===== src/rtl/cpurf_regs.svh =====
// Register indices, flag bit positions, reset values and map bounds of the register set
`ifndef CPURF_REGS_SVH
`define CPURF_REGS_SVH
// Register indices on the plain software port
`define CPURF_IDX_DATA0 4'h0
`define CPURF_IDX_DATA1 4'h1
`define CPURF_IDX_DATA2 4'h2
`define CPURF_IDX_DATA3 4'h3
`define CPURF_IDX_PTR0 4'h4
`define CPURF_IDX_PTR1 4'h5
`define CPURF_IDX_FRAME 4'h6
`define CPURF_IDX_VTB 4'h7
`define CPURF_IDX_IP 4'h8
`define CPURF_IDX_TSP 4'h9
`define CPURF_IDX_HSP 4'hA
`define CPURF_IDX_SBP 4'hB
`define CPURF_IDX_STATE 4'hC
`define CPURF_IDX_ASP 4'hD
// State word bit positions
`define CPURF_BIT_C 0
`define CPURF_BIT_D 1
`define CPURF_BIT_Z 2
`define CPURF_BIT_S 3
`define CPURF_BIT_B 4
`define CPURF_BIT_O 5
`define CPURF_BIT_U 7
// Reset values
`define CPURF_RST_W16 16'h0000
`define CPURF_RST_W20 20'h0_0000
`define CPURF_RST_FLG 11'h000
// Address map bounds
`define CPURF_SFR_LO 20'h0_0000
`define CPURF_SFR_HI 20'h0_02FF
`define CPURF_RAM_LO 20'h0_0400
`define CPURF_DFL_LO 20'h0_2400
`define CPURF_DFL_HI 20'h0_2BFF
`define CPURF_ROM_TOP 20'h0_FFFF
`define CPURF_VEC_LO 20'h0_FFDC
`endif


===== src/rtl/cpurf_pkg.sv =====
// Types shared by the register set and address decoder
`default_nettype none
package cpurf_pkg;
  typedef enum logic [2:0] {
    CPURF_RG_NONE = 3'h0,
    CPURF_RG_SFR = 3'h1,
    CPURF_RG_RAM = 3'h3,
    CPURF_RG_DFL = 3'h2,
    CPURF_RG_ROM = 3'h6,
    CPURF_RG_VEC = 3'h7
  } cpurf_region_e;

  typedef struct packed {
    logic [3:0][15:0] dat;
    logic [1:0][15:0] ptr;
    logic [15:0] frame;
    logic [19:0] vtb;
    logic [19:0] ip;
    logic [15:0] tsp;
    logic [15:0] hsp;
    logic [15:0] sbp;
    logic [10:0] cpu_state_word;
    logic [19:0] rdata;
  } cpurf_state_s;
endpackage : cpurf_pkg
`default_nettype wire


===== src/rtl/cpurf_top.sv =====
// Programmer-visible register set and 1-Mbyte address decode of the core
//
// Implementation choices: the address-and-strobe port and the register offsets.
`include "cpurf_regs.svh"
`default_nettype none
module cpurf_top #(
  parameter logic [19:0] ROM_BYTES = 20'h0_4000,
  parameter logic [19:0] RAM_BYTES = 20'h0_0400,
  parameter logic HAS_DFL = 1'b1,
  parameter logic [767:0] SFR_USED = {768{1'b1}}
) (
  input wire logic CORE_CLK,
  input wire logic SRST,
  // Software register port
  input wire logic [3:0] REG_ADDR,
  input wire logic [19:0] REG_WDATA,
  input wire logic REG_WR,
  input wire logic REG_RD,
  output logic [19:0] REG_RDATA,
  // Execution unit write-back
  input wire logic WB_EN,
  input wire logic [3:0] WB_IDX,
  input wire logic [1:0] WB_SIZE,
  input wire logic WB_HIGH,
  input wire logic [31:0] WB_DATA,
  // ALU flag update and instruction pointer load
  input wire logic FLAG_EN,
  input wire logic [1:0] FLAG_SIZE,
  input wire logic [31:0] ALU_RESULT,
  input wire logic ALU_CARRY,
  input wire logic ALU_OVF,
  input wire logic IP_LOAD,
  input wire logic [19:0] IP_NEXT,
  // Register read views
  output logic [15:0] DATA_WORD_ZERO,
  output logic [15:0] DATA_WORD_ONE,
  output logic [15:0] DATA_WORD_TWO,
  output logic [15:0] DATA_WORD_THREE,
  output logic [7:0] DATA_ZERO_HIGH_BYTE,
  output logic [7:0] DATA_ZERO_LOW_BYTE,
  output logic [31:0] LONG_DATA_PAIR_LOW,
  output logic [31:0] LONG_DATA_PAIR_HIGH,
  output logic [31:0] LONG_POINTER_PAIR,
  output logic [15:0] FRAME_POINTER,
  output logic [15:0] STATIC_BASE_POINTER,
  output logic [19:0] VECTOR_TABLE_BASE,
  output logic [19:0] INSTRUCTION_POINTER,
  output logic [15:0] ACTIVE_STACK_POINTER,
  output logic [10:0] CPU_STATE_WORD,
  output logic BANK_SEL,
  // Address decode
  input wire logic [19:0] MEM_ADDR,
  output logic [2:0] MEM_REGION,
  output logic MEM_RESERVED
);

  cpurf_pkg::cpurf_state_s st_r;
  cpurf_pkg::cpurf_state_s st_nxt;

  // Width-aware zero and sign test of a result
  function automatic logic [1:0] cpurf_zs(input logic [31:0] v, input logic [1:0] sz);
    logic [1:0] r;
    r = 2'b00;
    case (sz)
      2'd0: r = {v[7], v[7:0] == 8'h00};
      2'd1: r = {v[15], v[15:0] == 16'h0000};
      default: r = {v[31], v == 32'h0000_0000};
    endcase
    return r;
  endfunction : cpurf_zs

  // Stack slot index chosen by the stack-select bit
  function automatic logic [3:0] cpurf_sp_idx(input logic [10:0] f);
    return f[`CPURF_BIT_U] ? `CPURF_IDX_HSP : `CPURF_IDX_TSP;
  endfunction : cpurf_sp_idx

  // Write a word into one register slot; width trimmed per slot
  function automatic cpurf_pkg::cpurf_state_s cpurf_put(
    input cpurf_pkg::cpurf_state_s s, input logic [3:0] idx, input logic [19:0] d);
    cpurf_pkg::cpurf_state_s o;
    o = s;
    case (idx)
      `CPURF_IDX_DATA0: o.dat[0] = d[15:0];
      `CPURF_IDX_DATA1: o.dat[1] = d[15:0];
      `CPURF_IDX_DATA2: o.dat[2] = d[15:0];
      `CPURF_IDX_DATA3: o.dat[3] = d[15:0];
      `CPURF_IDX_PTR0: o.ptr[0] = d[15:0];
      `CPURF_IDX_PTR1: o.ptr[1] = d[15:0];
      `CPURF_IDX_FRAME: o.frame = d[15:0];
      `CPURF_IDX_VTB: o.vtb = d;
      `CPURF_IDX_IP: o.ip = d;
      `CPURF_IDX_TSP: o.tsp = d[15:0];
      `CPURF_IDX_HSP: o.hsp = d[15:0];
      `CPURF_IDX_SBP: o.sbp = d[15:0];
      `CPURF_IDX_STATE: o.cpu_state_word = d[10:0];
      // Alias resolved here, not by recursion, so every tool can flatten it
      `CPURF_IDX_ASP: begin
        if (cpurf_sp_idx(s.cpu_state_word) == `CPURF_IDX_HSP) begin
          o.hsp = d[15:0];
        end else begin
          o.tsp = d[15:0];
        end
      end
      default: o = s;
    endcase
    return o;
  endfunction : cpurf_put

  // Read a register slot, upper bits zero
  function automatic logic [19:0] cpurf_get(
    input cpurf_pkg::cpurf_state_s s, input logic [3:0] idx);
    logic [19:0] r;
    r = 20'h0_0000;
    case (idx)
      `CPURF_IDX_DATA0: r = {4'h0, s.dat[0]};
      `CPURF_IDX_DATA1: r = {4'h0, s.dat[1]};
      `CPURF_IDX_DATA2: r = {4'h0, s.dat[2]};
      `CPURF_IDX_DATA3: r = {4'h0, s.dat[3]};
      `CPURF_IDX_PTR0: r = {4'h0, s.ptr[0]};
      `CPURF_IDX_PTR1: r = {4'h0, s.ptr[1]};
      `CPURF_IDX_FRAME: r = {4'h0, s.frame};
      `CPURF_IDX_VTB: r = s.vtb;
      `CPURF_IDX_IP: r = s.ip;
      `CPURF_IDX_TSP: r = {4'h0, s.tsp};
      `CPURF_IDX_HSP: r = {4'h0, s.hsp};
      `CPURF_IDX_SBP: r = {4'h0, s.sbp};
      `CPURF_IDX_STATE: r = {9'h000, s.cpu_state_word};
      `CPURF_IDX_ASP: r = {4'h0, s.cpu_state_word[`CPURF_BIT_U] ? s.hsp : s.tsp};
      default: r = 20'h0_0000;
    endcase
    return r;
  endfunction : cpurf_get

  // Next-state logic: software port first, then core write-back, then flags
  always_comb begin
    logic [1:0] zs;
    logic [15:0] w;
    zs = 2'b00;
    w = 16'h0000;
    st_nxt = st_r;
    st_nxt.rdata = cpurf_get(st_r, REG_ADDR);
    if (REG_WR) begin
      st_nxt = cpurf_put(st_nxt, REG_ADDR, REG_WDATA);
    end
    // Core write-back wins over software in the same cycle
    if (WB_EN) begin
      case (WB_SIZE)
        2'd0: begin
          // Byte halves only exist on the first two data words
          if (WB_IDX == `CPURF_IDX_DATA0 || WB_IDX == `CPURF_IDX_DATA1) begin
            w = st_nxt.dat[WB_IDX[0]];
            if (WB_HIGH) begin
              w[15:8] = WB_DATA[7:0];
            end else begin
              w[7:0] = WB_DATA[7:0];
            end
            st_nxt.dat[WB_IDX[0]] = w;
          end
        end
        2'd2: begin
          // Long pairs: low word in the lower register
          if (WB_IDX == `CPURF_IDX_DATA0 || WB_IDX == `CPURF_IDX_DATA1) begin
            st_nxt.dat[WB_IDX[0]] = WB_DATA[15:0];
            st_nxt.dat[{1'b1, WB_IDX[0]}] = WB_DATA[31:16];
          end else if (WB_IDX == `CPURF_IDX_PTR0) begin
            st_nxt.ptr[0] = WB_DATA[15:0];
            st_nxt.ptr[1] = WB_DATA[31:16];
          end
        end
        default: begin
          st_nxt = cpurf_put(st_nxt, WB_IDX, WB_DATA[19:0]);
        end
      endcase
    end
    // Condition bits from the arithmetic unit
    if (FLAG_EN) begin
      zs = cpurf_zs(ALU_RESULT, FLAG_SIZE);
      st_nxt.cpu_state_word[`CPURF_BIT_C] = ALU_CARRY;
      st_nxt.cpu_state_word[`CPURF_BIT_Z] = zs[0];
      st_nxt.cpu_state_word[`CPURF_BIT_S] = zs[1];
      st_nxt.cpu_state_word[`CPURF_BIT_O] = ALU_OVF;
    end
    if (IP_LOAD) begin
      st_nxt.ip = IP_NEXT;
    end
    // Debug bit held at zero regardless of what is written
    st_nxt.cpu_state_word[`CPURF_BIT_D] = 1'b0;
    if (SRST) begin
      st_nxt.dat = {4{`CPURF_RST_W16}};
      st_nxt.ptr = {2{`CPURF_RST_W16}};
      st_nxt.frame = `CPURF_RST_W16;
      st_nxt.vtb = `CPURF_RST_W20;
      st_nxt.ip = `CPURF_RST_W20;
      st_nxt.tsp = `CPURF_RST_W16;
      st_nxt.hsp = `CPURF_RST_W16;
      st_nxt.sbp = `CPURF_RST_W16;
      st_nxt.cpu_state_word = `CPURF_RST_FLG;
      st_nxt.rdata = `CPURF_RST_W20;
    end
  end

  // Single state register, no feedback paths around it
  always_ff @(posedge CORE_CLK) begin
    st_r <= st_nxt;
  end

  // Register views
  assign REG_RDATA = st_r.rdata;
  assign DATA_WORD_ZERO = st_r.dat[0];
  assign DATA_WORD_ONE = st_r.dat[1];
  assign DATA_WORD_TWO = st_r.dat[2];
  assign DATA_WORD_THREE = st_r.dat[3];
  assign DATA_ZERO_HIGH_BYTE = st_r.dat[0][15:8];
  assign DATA_ZERO_LOW_BYTE = st_r.dat[0][7:0];
  assign LONG_DATA_PAIR_LOW = {st_r.dat[2], st_r.dat[0]};
  assign LONG_DATA_PAIR_HIGH = {st_r.dat[3], st_r.dat[1]};
  assign LONG_POINTER_PAIR = {st_r.ptr[1], st_r.ptr[0]};
  assign FRAME_POINTER = st_r.frame;
  assign STATIC_BASE_POINTER = st_r.sbp;
  assign VECTOR_TABLE_BASE = st_r.vtb;
  assign INSTRUCTION_POINTER = st_r.ip;
  assign ACTIVE_STACK_POINTER = st_r.cpu_state_word[`CPURF_BIT_U] ? st_r.hsp : st_r.tsp;
  assign CPU_STATE_WORD = st_r.cpu_state_word;
  assign BANK_SEL = st_r.cpu_state_word[`CPURF_BIT_B];

  // Address decode; vector table checked before ROM since it sits inside it
  logic [19:0] rom_lo;
  logic [19:0] ram_hi;
  assign rom_lo = `CPURF_ROM_TOP - ROM_BYTES + 20'h0_0001;
  assign ram_hi = `CPURF_RAM_LO + RAM_BYTES - 20'h0_0001;
  always_comb begin
    MEM_REGION = cpurf_pkg::CPURF_RG_NONE;
    MEM_RESERVED = 1'b0;
    if (MEM_ADDR >= `CPURF_VEC_LO && MEM_ADDR <= `CPURF_ROM_TOP) begin
      MEM_REGION = cpurf_pkg::CPURF_RG_VEC;
    end else if (MEM_ADDR >= rom_lo && MEM_ADDR <= `CPURF_ROM_TOP) begin
      MEM_REGION = cpurf_pkg::CPURF_RG_ROM;
    end else if (MEM_ADDR <= `CPURF_SFR_HI) begin
      MEM_REGION = cpurf_pkg::CPURF_RG_SFR;
      MEM_RESERVED = ~SFR_USED[MEM_ADDR[9:0]];
    end else if (MEM_ADDR >= `CPURF_RAM_LO && MEM_ADDR <= ram_hi) begin
      MEM_REGION = cpurf_pkg::CPURF_RG_RAM;
    end else if (HAS_DFL && MEM_ADDR >= `CPURF_DFL_LO && MEM_ADDR <= `CPURF_DFL_HI) begin
      MEM_REGION = cpurf_pkg::CPURF_RG_DFL;
    end
  end

endmodule : cpurf_top
`default_nettype wire


===== config.mk =====
export PLATFORM = sky130hd
export DESIGN_NAME = cpurf_top
export DESIGN_NICKNAME = d
export VERILOG_FILES = /design/src/rtl/cpurf_pkg.sv /design/src/rtl/cpurf_top.sv
export VERILOG_INCLUDE_DIRS = /design/src /design/src/rtl
export SDC_FILE = /design/constraint.sdc
export NUM_CORES = 1
export LEC_CHECK = 0
export ABC_AREA = 1
export BUFFER_PORTS_ARGS = -buffer_cell sky130_fd_sc_hd__buf_2
export CORE_ASPECT_RATIO = 0.5
export CORE_MARGIN = 5
export CORE_UTILIZATION = 33
export CTS_CLUSTER_DIAMETER = 40
export DETAILED_ROUTE_END_ITERATION = 6
export PLACE_DENSITY = 0.56
export SYNTH_ARGS = -nofsm -noshare
export SYNTH_HDL_FRONTEND = slang
export SYNTH_SLANG_ARGS = --single-unit

===== constraint.sdc =====
create_clock -name CORE_CLK -period 2.3 [get_ports CORE_CLK]
set_input_delay 0.345 -clock CORE_CLK [delete_from_list [all_inputs] [get_ports CORE_CLK]]
set_output_delay 0.345 -clock CORE_CLK [all_outputs]
set_load 0.01 [all_outputs]

==> results.md, run 1 <==
* Result of the run: finished, final reports clean
* Stages on worst setup path at 3
* Clock network latency to the later pin of the worst-skew pair at ~0.54 ns
* Synthesized area per cell at around 6.3 um2
* Highest achievable clock rate at ~450 MHz
* Average routed wire per standard cell at between 20 and 30 um
* Mux cell area share after synthesis at 0%
* RSZ-0062 raised after global routing: no
* Adder and majority cell fraction of the synthesized area at 0%
* Synthesized netlist cell count at 2,570
* Starting density of the core at between 30% and 40%
* Required time reported for the critical path endpoint at roughly 2.0 ns
* Post-synthesis share of cell area spent on and, or, nand and nor gates at roughly 28%
* Worst-path fanout max at 13
* Setup crit start kind: flop
* WL met2 at 37,500 um
* Share of flip-flops with an asynchronous set or reset after synthesis at 0%
* Count of placed standard cells including taps at ~3,400
* Commonest non-fill, non-tap cells in the layout: sky130_fd_sc_hd__nand2_1 (689), sky130_fd_sc_hd__buf_2 (439), sky130_fd_sc_hd__a21oi_1 (257)
* Routed wire length on met3 at between 10,000 and 15,000 um
* Tightest Pin Transition at 1.29 ns
* Main synth FF type: sky130_fd_sc_hd__dfxtp_1
* Area used by multi-input combinational logic at between 0.008 and 0.009 mm2
* Slowest-stage cell, CP: sky130_fd_sc_hd__o21ai_0
* Setup Total Neg Slack at 0 ns
* Largest net degree at the start of global routing at 124
* Number of buffer cells added on primary ports at 440
* Post-synthesis xor/xnor area fraction at 0%
* Buffering stage count on the worst path with inverters included at 2
* Height of the chip at roughly 170 um
* Global placer's final weighted congestion at approximately 1
* Warnings from Yosys at 0
* Horiz. Die Dim at 323 um
* DRC viols at 0
* Worst-case headroom to the max-slew limit at ~14%
* CTS Buf Count at 35
* CTS tree: built
* Arrival time of data at the critical path endpoint at around 1.9 ns
* Final period utilization at 96.9%
* Final number of max-transition violations at 0
* Type of element capturing the critical path: primary output
* Count of endpoints failing hold in the final timing report at 0
* Number of buffers inserted by post-CTS setup repair at 0
* Layout filler cell count at approximately 5,300
* Detailed-route wire length on metal 1 at 35,500 um
* Number of clock sinks at between 200 and 250
* Crit path cell chain: buf_4 -> o21ai_0 -> buf_2
* Root cell of the clock tree: sky130_fd_sc_hd__clkbuf_16
* First-pass GRT wire length at 126,000 um
* Final std cells w/o fill at 3,441
* Hold Crit Depth at 3
* Compound-Gate Fraction of Synth Area at a little over a fifth
* Max stage delay on crit path at approximately 0.58 ns
* Remaining Overflow, GRT at 0
* Initial drt markers at about 2,800
* Placement Rows at 57
* Final HPWL DP at approximately 67,000 um
* Vias per Instance at between 5 and 6
* DIE AREA at 0.0538 mm2
* Number of nets at the end of the flow at ~2,900
* Sum of internal, switching and leakage power at between 10 and 15 mW
* Antenna-violating nets left at 0
* Total iterations of the first detailed-routing run at 6
* Worst clock skew on the final layout at 0.0184 ns
* Worst reg-to-reg path cell count at 10
* Number of enable flip-flop cells after synthesis at 0
* Worst hold path type: input port to flop
* Highest routed metal layer: met5
* PD cells at approximately 630 mW/mm2
* CORE AREA at ~0.048 mm2
* Antenna violations before repair at 7
* Final period demand of the worst path at around 2.2 ns
* Share of final-layout standard cells stronger than drive strength 1 at between 20% and 30%
* CTS hold repair buffers at 0
* Dominant combinational cell family by area after synthesis: simple AND/OR/NAND/NOR gates
* Signed area change from the synthesized netlist to the final layout at 18.0%
* Cell area after synthesis at about 0.016 mm2
* Total Wirelength at 90,100 um
* Post-synthesis cell type count at 36
* Final setup violation count at 0
* Utilization after layout at 39.3%
* Post-cts repair resize count at 0
* CTS clk-pin slew, worst paths at around 0.060 ns
* Register bit total from synthesis at 230
* Global Route Usage Sum at about a third
* Smallest setup slack after layout at ~0.072 ns
* Worst slack at placement at 0.115 ns
* Leakage power of the design at 9.42 nW
* Crit path kind: flop to primary output
* Top Family by Delay on Critical Path: compound AO/OA/AOI/OAI gates
* Commonest non-fill, non-tap cell in the layout: sky130_fd_sc_hd__nand2_1
* Sequential Area at approximately 0.0046 mm2
* Peak VDD IR at around 440 uV
* Top-level port count at between 400 and 500
* Number of max-capacitance violations reported at 0
* Part of the Yosys area used for sequential elements at between 20 and 30%
* Level count of the clock H-tree at 2
* Worst-case clock buffer depth at 3
* Number of vias in the routed layout at ~19,000
* Via count of the first global-routing pass at 17,300
synth_stat cells (30+ instances only):
cell type / number / share of area, %
sky130_fd_sc_hd__nand4_1: 42 / 1.6
sky130_fd_sc_hd__dfxtp_1: 230 / 28
sky130_fd_sc_hd__buf_4: 283 / 13
sky130_fd_sc_hd__nand2_1: 689 / 16
sky130_fd_sc_hd__clkbuf_1: 116 / 2.7
sky130_fd_sc_hd__nand3_1: 205 / 6.3
sky130_fd_sc_hd__buf_2: 30 / 0.93
sky130_fd_sc_hd__o21ai_0: 203 / 6.3
sky130_fd_sc_hd__inv_1: 200 / 4.6
sky130_fd_sc_hd__o211ai_1: 82 / 3.8
sky130_fd_sc_hd__a21oi_1: 257 / 8.0
sky130_fd_sc_hd__nor2_1: 76 / 1.8
final timing paths:
kind / startpoint / endpoint / slack [ns]
max: CPU_STATE_WORD[7]$_SDFF_PP0_ / ACTIVE_STACK_POINTER[6] / 0.07
min reg2reg: VECTOR_TABLE_BASE[17]$_SDFF_PP0_ / REG_RDATA[17]$_SDFF_PP0_ / 0.49
min: IP_NEXT[17] / INSTRUCTION_POINTER[17]$_SDFF_PP0_ / 0.1
max reg2reg: CPU_STATE_WORD[7]$_SDFF_PP0_ / REG_RDATA[11]$_SDFF_PP0_ / 0.43
report_power, final:
| group | switching, mW | total, mW | internal (mW) |
|---|---|---|---|
| registers | 0.148 | 4.26 | 4.11 |
| logic | 1.31 | 1.89 | 0.577 |
| clock network | 2.32 | 5.88 | 3.57 |
layer usage:
layer,vias to the layer above,track usage [%]
li1,8659,-
met2,1355,47.3
met1,8814,42.5
met4,2,13.0
met5,-,0
met3,217,10.7
registers in the layout, summed over array words and instances (netlist names):
register,cells
LONG_POINTER_PAIR,32
st_r,32
INSTRUCTION_POINTER,20
REG_RDATA,20
VECTOR_TABLE_BASE,20
DATA_WORD_ONE,16
DATA_WORD_THREE,16
DATA_WORD_TWO,16
DATA_WORD_ZERO,16
FRAME_POINTER,16
STATIC_BASE_POINTER,16
CPU_STATE_WORD,10
final cells by class:
class	instances	area share (%)
flip-flops and latches	230	24.1
clock buffers	43	5.18
inverters	217	4.27
well taps	649	4.26
multi-input cells	1685	41.9
repair buffers	596	18.9
diodes	1	0.0131
clock inverters	20	1.33
logic make-up after synthesis:
family	Yosys count
DFF	230
and+or+nand+nor	1064
AOI/OAI and AO/OA	619
buffers and inverters	656
other	1
per-stage QoR:
step,hold WS (ns),area [um2]
finish,0.0971,19100
global route,0.112,19100
CTS,0.0905,19100
detailed placement,0.478,17800
global placement,0.474,17800
floorplan,0.454,16200
worst register-to-register path, delay by kind of cell (launching register included):
family,cells,cell delay (ns)
flip-flops,1,0.31
AND/OR/NAND/NOR,4,0.61
AO/OA/AOI/OAI,2,0.12
buffers and inverters,4,0.70
(Power assumes the default switching activity.)
==> run 2: changes to the inputs <==
Clock period 2.3 ns to 2.1 ns, I/O delays scaled along.
==> run 2 against run 1 <==
Net effect: clock power increased by 7.7%; final cell count increased by 1.1%; sequential share of layout area decreased by 0.40 points; critical path depth increased by 2; routed wire length decreased by 0.76%; critical path type unchanged.
==> results.md, run 2 (synthesis gave the netlist of run 1 again) <==
* Result of the run: finished, final reports clean
* Count of endpoints failing hold in the final timing report at 0
* Number of vias in the routed layout at about 19,000
* Post-cts repair resize count at 0
* Root cell of the clock tree: sky130_fd_sc_hd__clkbuf_16
* Share of total power in the clock network at a little under 50%
* Layout filler cell count at ~5,300
* Number of buffers inserted by post-CTS setup repair at 0
* Tightest Pin Transition at between 0.8 and 0.9 ns
* Number of buffer cells added on primary ports at 440
* Required time reported for the critical path endpoint at 1.78 ns
* Final HPWL DP at about 68,000 um
* Top-level port count at ~450
* Worst-case headroom to the max-slew limit at roughly 46%
* Height of the chip at roughly 170 um
* Worst-path fanout max at 18
* Final period demand of the worst path at between 2 and 2.5 ns
* Average routed wire per standard cell at between 20 and 30 um
* Fraction of power consumed by combinational cells at roughly 16%
* CORE AREA at 0.0485 mm2
* Proportion of total power due to net switching at 31.5%
* Final number of max-transition violations at 0
* Area used by multi-input combinational logic at 0.00800 mm2
* PD cells at around 680 mW/mm2
* Smallest setup slack after layout at 0.0909 ns
* Worst hold path type: input port to flop
* CTS tree: built
* Commonest non-fill, non-tap cells in the layout: sky130_fd_sc_hd__nand2_1 (689), sky130_fd_sc_hd__buf_2 (439), sky130_fd_sc_hd__a21oi_1 (257)
* Total iterations of the first detailed-routing run at 6
* Signed area change from the synthesized netlist to the final layout at 20.0%
* Cell internal pwr at 8.99 mW
* Number of max-capacitance violations reported at 0
* Final design area excluding fillers at 0.0194 mm2
* Horiz. Die Dim at between 300 and 400 um
* Global Route Usage Sum at 31.7%
* Starting density of the core at 33.3%
* Total Wirelength at ~90,000 um
* CTS hold repair buffers at 0
* Worst slack at placement at -0.0103 ns
* Clock network latency to the later pin of the worst-skew pair at 0.55 ns
* Level count of the clock H-tree at 2
* Largest net degree at the start of global routing at 124
* Highest achievable clock rate at roughly 500 MHz
* Vias per Instance at between 5 and 6
* Sequential Area at about 0.0046 mm2
* RSZ-0062 raised after global routing: no
* DRC viols at 0
* Commonest non-fill, non-tap cell in the layout: sky130_fd_sc_hd__nand2_1
* CTS clk-pin slew, worst paths at 0.06 ns
* Number of nets at the end of the flow at about 2,900
* Crit path kind: flop to primary output
* Worst-case clock buffer depth at 3
* Placement Rows at 57
* Sequential cell fraction of total power at a little over a third
* First-pass GRT wire length at about 130,000 um
* Antenna-violating nets left at 0
* Share of final-layout standard cells stronger than drive strength 1 at 25.6%
* Peak VDD IR at between 400 and 500 uV
* Setup Total Neg Slack at 0 ns
* DIE AREA at about 0.054 mm2
* Setup crit start kind: flop
* Worst clock skew on the final layout at about 0.026 ns
* Remaining Overflow, GRT at 0
* Via count of the first global-routing pass at 17,600
* Initial drt markers at roughly 2,800
* Global placer's final weighted congestion at ~1.0
* Type of element capturing the critical path: primary output
* Number of clock sinks at 230
* Net switching power at a little over 4 mW
* Final period utilization at between 90% and 100%
* CTS Buf Count at 36
* Antenna violations before repair at 9
* Arrival time of data at the critical path endpoint at 1.69 ns
* Leakage power of the design at a little under 10 nW
* Worst hold slack across all endpoints at ~0.063 ns
* Area of placed instances at about 0.018 mm2
* Final setup violation count at 0
[run 2: cell types whose count changed in the layout (fill, tap and decap cells not counted), sizes merged]
cell / previous run / this run
diode: 1 / 2
inv: 215 / 217
clkinvlp: 3 / 6
buf: 596 / 631
clkbuf: 43 / 41
clkinv: 15 / 13
[run 2: final timing paths]
kind                                 startpoint                                 end  slack [ns]  cells after the start
max                CPU_STATE_WORD[7]$_SDFF_PP0_             ACTIVE_STACK_POINTER[4]        0.09                      5
min reg2reg  INSTRUCTION_POINTER[17]$_SDFF_PP0_            REG_RDATA[17]$_SDFF_PP0_        0.49                      2
min                                 IP_NEXT[19]  INSTRUCTION_POINTER[19]$_SDFF_PP0_        0.06                      3
max reg2reg        CPU_STATE_WORD[7]$_SDFF_PP0_            REG_RDATA[11]$_SDFF_PP0_        0.21                     10
[run 2: area by class of cell]
cell class                      count  area share [%]
Clock buffer                       41            4.90
Sequential cell                   230            23.7
Timing Repair Buffer              631            20.3
Multi-Input combinational cell   1685            41.3
Clock inverter                     23            1.39
Inverter                          217            4.20
Tap cell                          649            4.19
Antenna cell                        2          0.0258
[run 2: per-layer routing]
metal	global-route usage, %	wire length [um]
met1	41.3	34800
met2	48.6	38400
met3	11.1	12100
met4	12.0	4090
met5	0	60
[run 2: worst max-delay path: stages, from the launching register on]
cell	delay, ns
sky130_fd_sc_hd__dfxtp_1	0.30
sky130_fd_sc_hd__inv_1	0.17
sky130_fd_sc_hd__buf_4	0.26
sky130_fd_sc_hd__o21ai_0	0.11
sky130_fd_sc_hd__inv_1	0.15
sky130_fd_sc_hd__buf_2	0.16
[run 2: stage by stage]
stage | total power, mW | util (%) | std cells
after floorplan | 5.85 | - | 2571
after global placement | 6.79 | 37.5 | 3412
after detailed placement | 6.80 | 37.5 | 3412
after CTS | 13.1 | 40.0 | 3476
after global routing | 13.5 | 40.0 | 3478
final | 13.1 | 40.0 | 3478
[run 2: power groups by stage]
stage / Sequential [mW] / Clock [mW] / Combinational (mW)
global placement: 4.76 / 0 / 2.04
global route: 4.68 / 6.56 / 2.23
detailed placement: 4.76 / 0 / 2.04
CTS: 4.66 / 6.34 / 2.05
finish: 4.67 / 6.33 / 2.11
floorplan: 4.68 / 0 / 1.17
